**src/shared/scs_pkg.sv**
```systemverilog
package scs_pkg;
    // system clock rate and oscillator nominal rates
    localparam int CLK_HZ = 100_000_000;
    localparam int FAST_OSC_HZ = 8_000_000;
    localparam int SLOW_OSC_HZ = 32_000;
    // oscillator periods in system clock cycles
    localparam int FAST_OSC_CYC = CLK_HZ / FAST_OSC_HZ;
    localparam int SLOW_OSC_CYC = CLK_HZ / SLOW_OSC_HZ;
    // fast oscillator ticks counted before the fast ready flag rises
    localparam int FAST_READY_TICKS = 1024;
    localparam int FAST_READY_W = 10;

    // register byte addresses
    localparam logic [3:0] ADR_MODE = 4'h0;
    localparam logic [3:0] ADR_STAT = 4'h4;

    // clock mode register field positions
    localparam int MODE_DIV_LSB = 5;
    localparam int MODE_SLOW_RDY = 3;
    localparam int MODE_FAST_RDY = 2;
    localparam int MODE_IDLE_EN = 1;
    localparam int MODE_FSS = 0;

    // clock mode register reset values
    localparam logic [2:0] DIV_RST = 3'h0;
    localparam logic IDLE_EN_RST = 1'b1;
    localparam logic FSS_RST = 1'b1;

    // divider select codes
    localparam logic [2:0] DIV_SLOW_A = 3'h0;
    localparam logic [2:0] DIV_SLOW_B = 3'h1;
    localparam logic [2:0] DIV_64 = 3'h2;
    localparam logic [2:0] DIV_32 = 3'h3;
    localparam logic [2:0] DIV_16 = 3'h4;
    localparam logic [2:0] DIV_8 = 3'h5;
    localparam logic [2:0] DIV_4 = 3'h6;
    localparam logic [2:0] DIV_2 = 3'h7;  // fast/2

    // fast clock taps handed to peripherals
    typedef struct packed {
        logic [5:0] div;  // div[k-1]: one tick per 2**k fast ticks
        logic fast;       // undivided fast tick
    } scs_taps_t;
endpackage

```
**src/design/scs_clock_select.sv**
```systemverilog
`timescale 1ns/1ns
// Summary of operation
// - internal fast oscillator, fixed 8MHz, fast source
// - slow 32kHz oscillator always runs, no disable
// - fast/slow bit plus divider field pick clock
// - offer fast/2 through fast/64 as choices
// - slow selected stops fast oscillator and taps
// - one 8-bit mode register, documented reset
// - fast ready low asleep, high after 1024
// - slow ready low asleep, high 1-2 ticks
module scs_clock_select
    import scs_pkg::*;
(
    input wire logic clk_i,
    input wire logic rst_i,
    // wishbone classic slave
    input wire logic cyc_i,
    input wire logic stb_i,
    input wire logic we_i,
    input wire logic [3:0] adr_i,
    input wire logic [3:0] sel_i,
    input wire logic [31:0] dat_i,
    output logic [31:0] dat_o,
    output logic ack_o,
    // power mode requests from the core, same clock
    input wire logic sleep_i,
    input wire logic idle0_i,
    // clock outputs as one-cycle ticks, fast run and idle enable as levels
    output logic core_tick_o,
    output logic slow_tick_o,
    output scs_taps_t fast_taps_o,
    output logic fast_run_o,
    output logic idle_enable_o
);
    logic [12:0] slow_gap_r;   // cycles since last slow tick, check helper
    logic [12:0] wake_wait_r;  // awake cycles with slow ready still low, check helper

    logic [2:0] divider_select_r;  // divider code
    logic fast_slow_select_r;      // 1 forces undivided fast clock
    logic idle_enable_bit_r;       // idle enable, registered onto idle_enable_o
    logic fast_osc_ready_r;        // fast oscillator stable
    logic slow_osc_ready_r;        // slow oscillator stable
    logic [FAST_READY_W-1:0] rdy_cnt_r;  // fast ticks since restart
    logic [5:0] div_cnt_r;         // fast prescaler
    logic fast_tick;               // raw fast oscillator tick
    logic slow_tick;               // raw slow oscillator tick
    logic src_slow;                // slow clock chosen
    logic fast_run;                // fast oscillator enable
    logic [5:0] div_tick;          // divided fast ticks
    logic core_nxt;                // next core tick
    logic [7:0] mode_rd;           // mode register read view
    logic wb_req;                  // new bus request this cycle

    // slow clock source when fast bit clear and code 0 or 1
    always_comb begin
        src_slow = !fast_slow_select_r &&
            (divider_select_r == DIV_SLOW_A || divider_select_r == DIV_SLOW_B);
    end

    // fast oscillator runs unless asleep, in idle0 or slow selected
    always_comb begin
        fast_run = !sleep_i && !idle0_i && !src_slow;
    end

    // fast oscillator, stoppable
    scs_rc_osc #(
        .PERIOD(FAST_OSC_CYC),
        .CW(12)
    ) u_fast (
        .clk_i(clk_i),
        .rst_i(rst_i),
        .run_i(fast_run),
        .tick_o(fast_tick)
    );

    // slow oscillator, enable tied on so no register can stop it
    scs_rc_osc #(
        .PERIOD(SLOW_OSC_CYC),
        .CW(12)
    ) u_slow (
        .clk_i(clk_i),
        .rst_i(rst_i),
        .run_i(1'b1),
        .tick_o(slow_tick)
    );

    // fast prescaler advances on each fast tick
    always_ff @(posedge clk_i) begin
        if (rst_i || !fast_run) begin
            div_cnt_r <= '0;
        end else if (fast_tick) begin
            div_cnt_r <= div_cnt_r + 1'b1;
        end
    end

    // divided tick k fires when the low k prescaler bits are all ones
    genvar k;
    generate
        for (k = 1; k <= 6; k++) begin : g_div
            assign div_tick[k-1] = fast_tick && (&div_cnt_r[k-1:0]);
        end
    endgenerate

    // core clock multiplexer
    always_comb begin
        core_nxt = 1'b0;
        if (fast_slow_select_r) begin
            core_nxt = fast_tick;
        end else begin
            case (divider_select_r)
                DIV_SLOW_A, DIV_SLOW_B: core_nxt = slow_tick;
                DIV_64: core_nxt = div_tick[5];
                DIV_32: core_nxt = div_tick[4];
                DIV_16: core_nxt = div_tick[3];
                DIV_8: core_nxt = div_tick[2];
                DIV_4: core_nxt = div_tick[1];
                default: core_nxt = div_tick[0];  // code 7 picks fast/2
            endcase
        end
    end

    // registered clock outputs; fast taps go quiet when stopped
    always_ff @(posedge clk_i) begin
        if (rst_i) begin
            core_tick_o <= 1'b0;
            slow_tick_o <= 1'b0;
            fast_taps_o <= '0;
            fast_run_o <= 1'b0;
        end else begin
            core_tick_o <= core_nxt;
            slow_tick_o <= slow_tick;
            fast_taps_o.fast <= fast_tick && fast_run;
            fast_taps_o.div <= fast_run ? div_tick : 6'h00;
            fast_run_o <= fast_run;
        end
    end

    // fast ready: cleared while stopped, set after 1024 ticks
    always_ff @(posedge clk_i) begin
        if (rst_i || !fast_run) begin
            rdy_cnt_r <= '0;
            fast_osc_ready_r <= 1'b0;
        end else if (fast_tick && !fast_osc_ready_r) begin
            rdy_cnt_r <= rdy_cnt_r + 1'b1;
            if (rdy_cnt_r == FAST_READY_W'(FAST_READY_TICKS - 1)) begin
                fast_osc_ready_r <= 1'b1;
            end
        end
    end

    // slow ready: low in sleep, set on first slow tick after it
    always_ff @(posedge clk_i) begin
        if (rst_i || sleep_i) begin
            slow_osc_ready_r <= 1'b0;
        end else if (slow_tick) begin
            slow_osc_ready_r <= 1'b1;
        end
    end

    // bus request not yet answered
    always_comb begin
        wb_req = cyc_i && stb_i && !ack_o;
    end

    // mode register writable fields, low byte lane only
    always_ff @(posedge clk_i) begin
        if (rst_i) begin
            divider_select_r <= DIV_RST;
            idle_enable_bit_r <= IDLE_EN_RST;
            fast_slow_select_r <= FSS_RST;
        end else if (wb_req && we_i && sel_i[0] && adr_i == ADR_MODE) begin
            divider_select_r <= dat_i[MODE_DIV_LSB +: 3];
            idle_enable_bit_r <= dat_i[MODE_IDLE_EN];
            fast_slow_select_r <= dat_i[MODE_FSS];
        end
    end

    // read view of the mode register, bit 4 reads zero
    always_comb begin
        mode_rd = 8'h00;
        mode_rd[MODE_DIV_LSB +: 3] = divider_select_r;
        mode_rd[MODE_SLOW_RDY] = slow_osc_ready_r;
        mode_rd[MODE_FAST_RDY] = fast_osc_ready_r;
        mode_rd[MODE_IDLE_EN] = idle_enable_bit_r;
        mode_rd[MODE_FSS] = fast_slow_select_r;
    end

    // ack one cycle after request; reads decoded, unmapped reads zero
    always_ff @(posedge clk_i) begin
        if (rst_i) begin
            ack_o <= 1'b0;
            dat_o <= 32'h0000_0000;
        end else begin
            ack_o <= wb_req;
            if (wb_req && !we_i && adr_i == ADR_MODE) begin
                dat_o <= {24'h000000, mode_rd};
            end else if (wb_req && !we_i && adr_i == ADR_STAT) begin
                dat_o <= {30'h0000_0000, src_slow, fast_run};
            end else if (wb_req) begin
                dat_o <= 32'h0000_0000;
            end
        end
    end

    // idle enable drives the power controller
    always_ff @(posedge clk_i) begin
        if (rst_i) begin
            idle_enable_o <= IDLE_EN_RST;
        end else begin
            idle_enable_o <= idle_enable_bit_r;
        end
    end

    a_ack_single: assert property (@(posedge clk_i) disable iff (rst_i)
        ack_o |=> !ack_o)
        else $error("ack held longer than one cycle");

    a_mode_reset_val: assert property (@(posedge clk_i)
        $past(rst_i) |-> divider_select_r == 3'h0 && fast_slow_select_r && idle_enable_bit_r
            && !fast_osc_ready_r && !slow_osc_ready_r)
        else $error("mode register reset value wrong");

    a_mode_write_takes: assert property (@(posedge clk_i) disable iff (rst_i)
        (wb_req && we_i && sel_i[0] && adr_i == 4'h0) |=>
            divider_select_r == $past(dat_i[7:5]) && fast_slow_select_r == $past(dat_i[0]))
        else $error("mode register write lost");

    // check helper: cycles between slow ticks, saturating so a stall stays visible
    always_ff @(posedge clk_i) begin
        if (rst_i || slow_tick) begin
            slow_gap_r <= '0;
        end else if (slow_gap_r != '1) begin
            slow_gap_r <= slow_gap_r + 1'b1;
        end
    end

    // check helper: how long slow ready has stayed low since reset or wake
    always_ff @(posedge clk_i) begin
        if (rst_i || sleep_i || slow_osc_ready_r) begin
            wake_wait_r <= '0;
        end else if (wake_wait_r != '1) begin
            wake_wait_r <= wake_wait_r + 1'b1;
        end
    end

    a_slow_never_stops: assert property (@(posedge clk_i) disable iff (rst_i)
        slow_gap_r <= 13'(SLOW_OSC_CYC))
        else $error("slow oscillator stopped");

    a_fast_taps_quiet: assert property (@(posedge clk_i) disable iff (rst_i)
        src_slow |=> fast_taps_o == '0 && !fast_run_o)
        else $error("fast taps active with slow clock selected");

    a_fast_ready_count: assert property (@(posedge clk_i) disable iff (rst_i)
        $rose(fast_osc_ready_r) |-> $past(rdy_cnt_r) == 10'h3FF && $past(fast_tick))
        else $error("fast ready rose at wrong count");

    a_fast_ready_low: assert property (@(posedge clk_i) disable iff (rst_i)
        (sleep_i || idle0_i) |=> !fast_osc_ready_r)
        else $error("fast ready high in sleep or idle0");

    a_slow_ready_wake: assert property (@(posedge clk_i) disable iff (rst_i)
        wake_wait_r <= 13'(2 * SLOW_OSC_CYC))
        else $error("slow ready late after wake");

    a_slow_ready_tick: assert property (@(posedge clk_i) disable iff (rst_i)
        $rose(slow_osc_ready_r) |-> $past(slow_tick) && !$past(sleep_i))
        else $error("slow ready rose without a slow tick");

    a_slow_src_core: assert property (@(posedge clk_i) disable iff (rst_i)
        (!fast_slow_select_r && divider_select_r[2:1] == 2'b00) |=> core_tick_o == $past(slow_tick))
        else $error("core clock not following slow clock");

    a_fast_src_core: assert property (@(posedge clk_i) disable iff (rst_i)
        fast_slow_select_r |=> core_tick_o == $past(fast_tick))
        else $error("core clock not following fast clock");
endmodule

```
**src/design/scs_rc_osc.sv**
```systemverilog
`timescale 1ns/1ns
module scs_rc_osc
    import scs_pkg::*;
#(
    parameter int PERIOD = 12,
    parameter int CW = 12
) (
    input wire logic clk_i,
    input wire logic rst_i,
    input wire logic run_i,
    output logic tick_o
);
    logic [CW-1:0] cnt_r;  // cycles since last tick

    // period counter, held at zero while stopped
    always_ff @(posedge clk_i) begin
        if (rst_i || !run_i) begin
            cnt_r <= '0;
        end else if (cnt_r == CW'(PERIOD - 1)) begin
            cnt_r <= '0;
        end else begin
            cnt_r <= cnt_r + 1'b1;
        end
    end

    // one-cycle tick at the end of each period
    always_ff @(posedge clk_i) begin
        if (rst_i) begin
            tick_o <= 1'b0;
        end else begin
            tick_o <= run_i && (cnt_r == CW'(PERIOD - 1));
        end
    end
endmodule

```
**config.mk**
```make
export PLATFORM = sky130hd
export DESIGN_NAME = scs_clock_select
export DESIGN_NICKNAME = d
export VERILOG_FILES = /design/src/shared/scs_pkg.sv /design/src/design/scs_clock_select.sv /design/src/design/scs_rc_osc.sv
export SDC_FILE = /design/constraint.sdc
export NUM_CORES = 1
export LEC_CHECK = 0
export ABC_AREA = 1
export ABC_CLOCK_PERIOD_IN_PS = 1790
export BUFFER_PORTS_ARGS = -buffer_cell sky130_fd_sc_hd__buf_2
export CAP_MARGIN = 20
export CORE_AREA = 4 4 84 86
export CTS_CLUSTER_SIZE = 14
export DETAILED_ROUTE_END_ITERATION = 8
export DIE_AREA = 0 0 88 90
export PLACE_DENSITY = 0.87
export SLEW_MARGIN = 20
export SYNTH_ARGS = -nofsm -noshare
export SYNTH_HDL_FRONTEND = slang
export SYNTH_SLANG_ARGS = --single-unit
export TNS_END_PERCENT = 10
```
**constraint.sdc**
```tcl
create_clock -name clk_i -period 1.79 [get_ports clk_i]
set_clock_uncertainty 0.2 [all_clocks]
set_input_delay 0.2685 -clock clk_i [delete_from_list [all_inputs] [get_ports clk_i]]
set_output_delay 0.2685 -clock clk_i [all_outputs]
set_load 0.02 [all_outputs]
```
==> flow_summary.ini, run 1 <==
[floorplanning]
die_area_um2 = 7920
dieHeight_um = 90
initial_core_util = 0.508
core_area_um2 = 6280
die_width_um = 88
ioPinCount = 91
row_count = 29

[worst_setup_path]
path_max_fanout = 21
r2r_slack_ns = 0.10
cp_data_arrival_time_ns = 1.80
cp-start-kind = primary input
regToRegEndpoint = core_tick_o
cp-end-kind = register
path_class = in2reg
r2r_cells = 12
rr_startpoint = div_cnt_r[0]
required_ns = 1.89

[clock_network]
clock_latency_ns = 0.34
clock_path_buffers = 2
htree_levels = 3
clk_pin_slew_worst_paths_ns = 0.07
cts_buffers = 9
cts_tree = yes
numClockSinks = 68
cts_root_buf = clkbuf_8

[layout]
nFillCells = 537
fin_util = 0.576
final_cell_area_um2 = 3610
nets = 527
antenna_cells = 0
final_layout_size_suffix_gt1_frac = 0.166
syn2layout_area_growth_pct = 13.3

[global_route]
grt_max_degree = 22
grt_pass1_wl_um = 10700
antenna_found_initial = 0
gr-total-overflow = 0
grt_pass1_vias = 2558
grt_usage = 0.166

[routing]
avgRoutedWirePerCell_um = 11.3
dr_total_vias = 2785
wl_um = 6250
drc = 0
avgViaCountPerCell = 5.04
postRouteAntennaNets = 0
dr.pass1.iters = 5
drtIter0Drc = 114

[placed_design]
port_buffers = 35
postPlaceCellArea_um2 = 3380
dp_hpwl_um = 4500
place_congestion = 0.833
dp_slack_ns = 0.0946

[power_and_ir_drop]
total_power_uw = 2930
peakVddDrop_mv = 0.671
power.density_nw_per_um2 = 811
leakagePower_uw = 0.00151

[synth]
synthSimpleGateAreaFrac = 0.308
synth.distinct_cells = 37
synth.area.mux_share = 0
avgSynthCellArea_um2 = 7.52
synth_area_um2 = 3190
synth_fa_ha_area_frac = 0.0275
synthCells = 424
synth_top_cell_by_area = dfxtp_1
synth_area_leaders = dfxtp_1, nand2_1, nor2_1
ys_ff_latch = 68
synth_top_area_frac = 0.427
synth_xor_area_frac = 0.0247
synth-compound-area-share = 0.0812
ys_seq_area_frac = 0.427
synth_top_family_by_area = simple AND/OR/NAND/NOR gates
ys.warnings.count = 0

[timing]
whs_ns = 0.0225
fin_crit_sh = 0.951
finalSetupViolCount = 0
fin_ws_ns = 0.0870
hold_viol = 0
slew_violations = 0
fmax_mhz = 587
rsz0062_at_grt = yes
period_minus_slack_ns = 1.70

[flow_run]
cap_violations = 0

[run_status]
outcome = finished clean

[hold_path]
hold_start = dat_i[5]
holdPathEnd = divider_select_r[0]
hp-class = in2reg
hold-path-cell-count = 3
## timing repair
action	CTS	global route
endpoints found under the setup margin	0	4
hold buffers	3	0
endpoints found under the hold margin	3	0
gates resized for setup	0	4
buffers inserted	0	0
## metal layers
| layer | track usage | share of wire |
|---|---|---|
| met5 | 0 | 0 |
| met4 | 0.0793 | 0.031 |
| met3 | 0.0521 | 0.058 |
| met2 | 0.284 | 0.50 |
| met1 | 0.183 | 0.41 |
## worst max-delay path, cell delays in order
cell and delay [ns]:
dlygate4sd3_1 0.56, buf_2 0.14, nor2_1 0.12, nand2_2 0.11, nor2_8 0.15, inv_2 0.17, a21oi_1 0.15, o21a_1 0.12
## power breakdown
group          switching, uW  internal, uW
clock network            539           702
registers               10.1          1520
logic                    111          43.9
total                    660          2270
## cell usage after synthesis, drive strengths merged
cell / number
nand2: 77
dfxtp: 68
nor2: 66
inv: 50
buf: 31
nand3: 30
a21oi: 28
nor3: 19
o21ai: 11
nand4: 10
ha: 7
xor2: 6
or2: 3
xnor2: 3
nor4: 2
o211ai: 2
o21bai: 2
a211oi: 1
a21o: 1
a31oi: 1
and3: 1
clkbuf: 1
conb: 1
nand3b: 1
nor3b: 1
o21a: 1
## sequential cells by signal (all words and copies together) (netlist names), 3 cells and up
| name | flops |
|---|---|
| dat_o | 7 |
| u_fast.cnt_r | 12 |
| rdy_cnt_r | 10 |
| div_cnt_r | 6 |
| divider_select_r | 3 |
| fast_taps_o | 7 |
| u_slow.cnt_r | 12 |
## worst max path at each step
stage                     cells after the start    startpoint  slack, ns      endpoint
after floorplan                              12  div_cnt_r[0]       0.25   core_tick_o
after global placement                       12  div_cnt_r[0]       0.13   core_tick_o
after detailed placement                     12  div_cnt_r[0]       0.09   core_tick_o
after CTS                                    12  div_cnt_r[0]       0.05   core_tick_o
after global routing                         12  div_cnt_r[0]      -0.03   core_tick_o
final                                         8       sleep_i       0.09  rdy_cnt_r[3]
## per-stage QoR
stage               cells  setup TNS, ns
floorplan             448              0
global placement      536              0
detailed placement    536              0
CTS                   553              0
global route          553        -0.0299
finish                553              0
## cell families (layout without fill, tap and decap cells)
family,count (synthesis),after routing
xor+xnor,9,9
flops,68,68
compound gates,47,47
other cells,1,25
fa+ha+maj,7,7
simple gates,210,210
buf+inv,82,110
## cells in the final DEF, fill, tap and decap left out, types with 6 or more instances in the layout
master and instances:
nor2_1 61, nand3_1 28, inv_1 48, o21ai_0 10
dfxtp_1 66, nor3_1 15, buf_2 35, ha_1 7
a21oi_1 28, clkbuf_8 11, nand2_1 74, xor2_1 6
buf_4 8, nand4_1 10, conb_1 25
## cell type report
cell class / instances / area (um2) / area share
timing repair buffer: 46 / 265 / 0.0734
clock inverter: 2 / 35.0 / 0.00970
inverter: 50 / 188 / 0.0519
tap: 77 / 96.3 / 0.0267
sequential: 68 / 1360 / 0.377
clock buffer: 12 / 155 / 0.0429
multi-input combinational: 298 / 1510 / 0.418
(Power assumes the default switching activity.)
==> inputs of run 2 (changes only) <==
--- a/config.mk
+++ b/config.mk
@@ -5,14 +5,13 @@
 export SDC_FILE = /design/constraint.sdc
 export NUM_CORES = 1
 export LEC_CHECK = 0
-export ABC_AREA = 1
 export ABC_CLOCK_PERIOD_IN_PS = 1790
 export BUFFER_PORTS_ARGS = -buffer_cell sky130_fd_sc_hd__buf_2
 export CAP_MARGIN = 20
-export CORE_AREA = 4 4 84 86
+export CORE_AREA = 4 4 82 84
 export CTS_CLUSTER_SIZE = 14
 export DETAILED_ROUTE_END_ITERATION = 8
-export DIE_AREA = 0 0 88 90
+export DIE_AREA = 0 0 86 88
 export PLACE_DENSITY = 0.87
 export SLEW_MARGIN = 20
 export SYNTH_ARGS = -nofsm -noshare
==> flow_summary.ini, run 2 <==
[placed_design]
dp_hpwl_um = 4080
place_congestion = 0.854
dp.cells = 435
port_buffers = 35

[timing]
finalSetupViolCount = 0
fin_crit_sh = 0.933
fmax_mhz = 599
tns_ns = 0
period_minus_slack_ns = 1.67
slew_violations = 0
whs_ns = 0.00145
hold_viol = 0

[power_and_ir_drop]
peakVddDrop_mv = 0.376
total_power_uw = 2730
power.density_nw_per_um2 = 805
leakagePower_uw = 0.00138

[clock_network]
numClockSinks = 68
clock_latency_ns = 0.34
cts_root_buf = clkbuf_8
cts_buffers = 9
clock_path_buffers = 2
post_cts_buffers = 0
clk_pin_slew_worst_paths_ns = 0.07
htree_levels = 3
cts_tree = yes

[floorplanning]
core_area_um2 = 5920
row_count = 28
ioPinCount = 91
initial_core_util = 0.503
die_area_um2 = 7570
die_width_um = 86
dieHeight_um = 88

[synth]
synthTopCellsByCount = dfxtp_1, nor2_1, buf_4, nand2_1, xor2_1
ys_ff_latch = 68
ys_seq_area_frac = 0.457
ys.warnings.count = 0
avgSynthCellArea_um2 = 9.13
synth_top_cell_by_area = dfxtp_1
synth.distinct_cells = 46
synthArstFlopShare = 0
synth_top_area_frac = 0.457
synth_edf_count = 0
synthCells = 326
synth_area_um2 = 2980
synth_flop_cell = dfxtp_1
synth_area_leaders = dfxtp_1, nor2_1, buf_4
synth.most_common_cell = dfxtp_1

[worst_setup_path]
cp-start-kind = register
required_ns = 1.83
path_cells = nand3b_1, nor4_4, buf_4, mux2i_1, nor2_1
max_stage_delay_ns = 0.34
cp-end-kind = register
cp_data_arrival_time_ns = 1.71
cp.buffers_inverters = 1
path_class = reg2reg
cp_slowest_cell = nor4_4
path_max_fanout = 4
path_delay_family = simple AND/OR/NAND/NOR gates

[layout]
final_layout_size_suffix_gt1_frac = 0.189
nFillCells = 481
layout_commonest_cell = dfxtp_1
regArea_um2 = 1360
final_cell_mix = dfxtp_1, nor2_1, buf_2
fin_util = 0.574
instances_no_fill = 456
top_regs = u_fast.cnt_r (12), u_slow.cnt_r (12), rdy_cnt_r (10)
antenna_cells = 0
multi_input_area_um2 = 1450
syn2layout_area_growth_pct = 14.1
nets = 430

[hold_path]
hp-class = in2reg

[global_route]
grt_max_degree = 20
grt_pass1_vias = 2221
grt_usage = 0.160
grt_pass1_wl_um = 9590
antenna_found_initial = 0
gr-total-overflow = 0

[routing]
dr_total_vias = 2303
avgRoutedWirePerCell_um = 12.5
postRouteAntennaNets = 0
drtIter0Drc = 110
avgViaCountPerCell = 5.05
dr.pass1.iters = 4
wl_um = 5710
drc = 0

[flow_run]
cap_violations = 0

[run_status]
outcome = finished clean
-- run 2: worst paths after layout --
path / startpoint / to / slack (ns) / depth (start not counted)
min: dat_i[6] / divider_select_r[1] / 0.001 / 3
max reg2reg: ack_o / divider_select_r[1] / 0.12 / 5
max: ack_o / divider_select_r[1] / 0.12 / 5
min reg2reg: u_fast.cnt_r[0] / u_fast.cnt_r[0] / 0.27 / 1
-- run 2: logic make-up (layout without fill, tap and decap cells) --
logic type	after synthesis	after routing	share of synthesized area
multiplexers	8	8	0.0273
flip-flops	68	68	0.457
AND/OR/NAND/NOR	144	144	0.252
buffers and inverters	43	74	0.0908
adder cells (fa/ha/maj)	7	7	0.0294
AO/OA/AOI/OAI	25	25	0.0538
XOR/XNOR	30	30	0.0882
other	1	25	0.00126
-- run 2: metal layers --
layer / global-route usage / wire length [um]
met5: 0 / 0
met3: 0.0480 / 348
met2: 0.275 / 2830
met4: 0.0906 / 133
met1: 0.177 / 2410
-- run 2: worst register-to-register path, delay by kind of cell, from the launching register on --
family	cells	cell delay, ns
AND/OR/NAND/NOR	3	0.63
flip-flops	1	0.31
multiplexers	1	0.22
buffers and inverters	1	0.20
-- run 2: per-stage QoR --
| step | worst slack, ns | area [um2] |
|---|---|---|
| floorplan | 0.0901 | 3070 |
| global placement | -0.0112 | 3180 |
| detailed placement | -0.0568 | 3180 |
| CTS | 0.0917 | 3390 |
| global route | -0.0350 | 3400 |
| finish | 0.120 | 3400 |
-- run 2: power by group --
part,total (uW),switching (uW),internal (uW)
clock network,1060,567,496
registers,1530,7.88,1520
logic,142,100,41.5
total,2730,676,2060
-- run 2: layout make-up --
type,count,share of cell area
clock buffers,11,0.0387
clock inverters,5,0.00847
repair buffers,51,0.0906
inverters,7,0.00810
flip-flops and latches,68,0.401
well taps,75,0.0276
multi-input cells,239,0.426
-- run 2: what timing repair did --
item                       4_1_cts  5_1_grt
hold buffers                     5        0
hold endpoints to repair         5        0
resized for setup                0        4
setup endpoints to repair        0       20
==> inputs of run 3 (changes only) <==
--- a/config.mk
+++ b/config.mk
@@ -12,6 +12,7 @@
 export CTS_CLUSTER_SIZE = 14
 export DETAILED_ROUTE_END_ITERATION = 8
 export DIE_AREA = 0 0 86 88
+export MAX_ROUTING_LAYER = met4
 export PLACE_DENSITY = 0.87
 export SLEW_MARGIN = 20
 export SYNTH_ARGS = -nofsm -noshare
==> flow_summary.ini, run 3 (same netlist as run 2, synthesis figures left out) <==
[run_status]
outcome = finished clean

[clock_network]
post_cts_buffers = 0
htree_levels = 3
clk_pin_slew_worst_paths_ns = 0.07
clock_path_buffers = 2
clock_latency_ns = 0.34
cts_root_buf = clkbuf_8
cts_buffers = 9
cts_tree = yes
numClockSinks = 68

[timing]
slew_violations = 0
whs_ns = 0.00375
fin_crit_sh = 0.933
finalSetupViolCount = 0
period_minus_slack_ns = 1.67
fmax_mhz = 599
fin_ws_ns = 0.120
hold_viol = 0
tns_ns = 0

[power_and_ir_drop]
power.share.combinational = 0.052
sw_frac_of_total = 0.247
leakagePower_uw = 0.00138
power.density_nw_per_um2 = 804
power_frac_seq = 0.559
clkPwrFrac = 0.389
internal_power_uw = 2060
power_switching_uw = 675
peakVddDrop_mv = 0.376

[floorplanning]
dieHeight_um = 88
row_count = 28
ioPinCount = 91
core_area_um2 = 5920
die_width_um = 86
initial_core_util = 0.503
die_area_um2 = 7570

[global_route]
gr-total-overflow = 0
grt_pass1_wl_um = 9600
grt_pass1_vias = 2216
grt_max_degree = 20
antenna_found_initial = 0
grt_usage = 0.165

[worst_setup_path]
max_stage_delay_ns = 0.34
cp_data_arrival_time_ns = 1.71
crit_start = ack_o
path_class = reg2reg
required_ns = 1.83
path_cells = nand3b_1, nor4_4, buf_4, mux2i_1, nor2_1
cp-start-kind = register
rr_startpoint = ack_o
cp-end-kind = register
path_max_fanout = 4
cp_slowest_cell = nor4_4

[layout]
layout_commonest_cell = dfxtp_1
multi_input_area_um2 = 1450
regArea_um2 = 1360
final_cell_mix = dfxtp_1, nor2_1, buf_2
antenna_cells = 0
final_layout_size_suffix_gt1_frac = 0.189
nets = 430
top_regs = u_fast.cnt_r (12), u_slow.cnt_r (12), rdy_cnt_r (10)
syn2layout_area_growth_pct = 14.1
nFillCells = 481
instances_no_fill = 456

[routing]
avgRoutedWirePerCell_um = 12.5
drtIter0Drc = 117
avgViaCountPerCell = 5.07
drc = 0
dr.pass1.iters = 4
dr_total_vias = 2310
wl_um = 5720
postRouteAntennaNets = 0

[hold_path]
hold_start = dat_i[6]
hp-class = in2reg

[placed_design]
place_congestion = 0.867
port_buffers = 35
dp_slack_ns = -0.0568
dp.cells = 435
dp_hpwl_um = 4080

[flow_run]
cap_violations = 0
## run 3: routing by layer
metal  vias up  routed length, um  global-route usage
met5         -                  0                   -
li1       1154                  -                   -
met4         0                146              0.0906
met3        16                334              0.0480
met2        64               2820               0.275
met1      1076               2410               0.178
## run 3: through the flow
stage | util | total power [uW] | cell area [um2]
finish | 0.574 | 2730 | 3400
global route | 0.574 | 2840 | 3400
CTS | 0.572 | 2760 | 3390
detailed placement | 0.537 | 1700 | 3180
global placement | 0.537 | 1690 | 3180
floorplan | - | 1700 | 3070
## run 3: layout make-up
type | instances | area share
clock buffer | 11 | 0.0387
clock inverter | 5 | 0.00847
inverter | 7 | 0.00810
multi-input combinational | 239 | 0.426
sequential | 68 | 0.401
tap | 75 | 0.0276
timing repair buffer | 51 | 0.0906
## run 3: power groups by stage
stage                     Combinational [uW]  Sequential, uW  Clock, uW
after CTS                                141            1530       1090
after floorplan                          134            1570          0
after global routing                     156            1530       1150
after detailed placement                 131            1560          0
after global placement                   127            1560          0
final                                    142            1530       1060
## run 3: worst paths after layout
path,endpoint,slack (ns),cells after the start
max,divider_select_r[1],0.12,5
min,divider_select_r[1],0.004,3
max reg2reg,divider_select_r[1],0.12,5
min reg2reg,u_fast.cnt_r[0],0.27,1
## run 3: repair_timing
action | 4_1_cts | 5_1_grt
setup endpoints to repair | 0 | 20
gates resized for setup | 0 | 4
hold buffers | 5 | 0
hold endpoints to repair | 5 | 0
## run 3: critical path, delay by kind of cell (launching register included)
| family | cells | cell delay, ns |
|---|---|---|
| and+or+nand+nor | 3 | 0.62 |
| DFF | 1 | 0.31 |
| muxes | 1 | 0.22 |
| buffers and inverters | 1 | 0.20 |
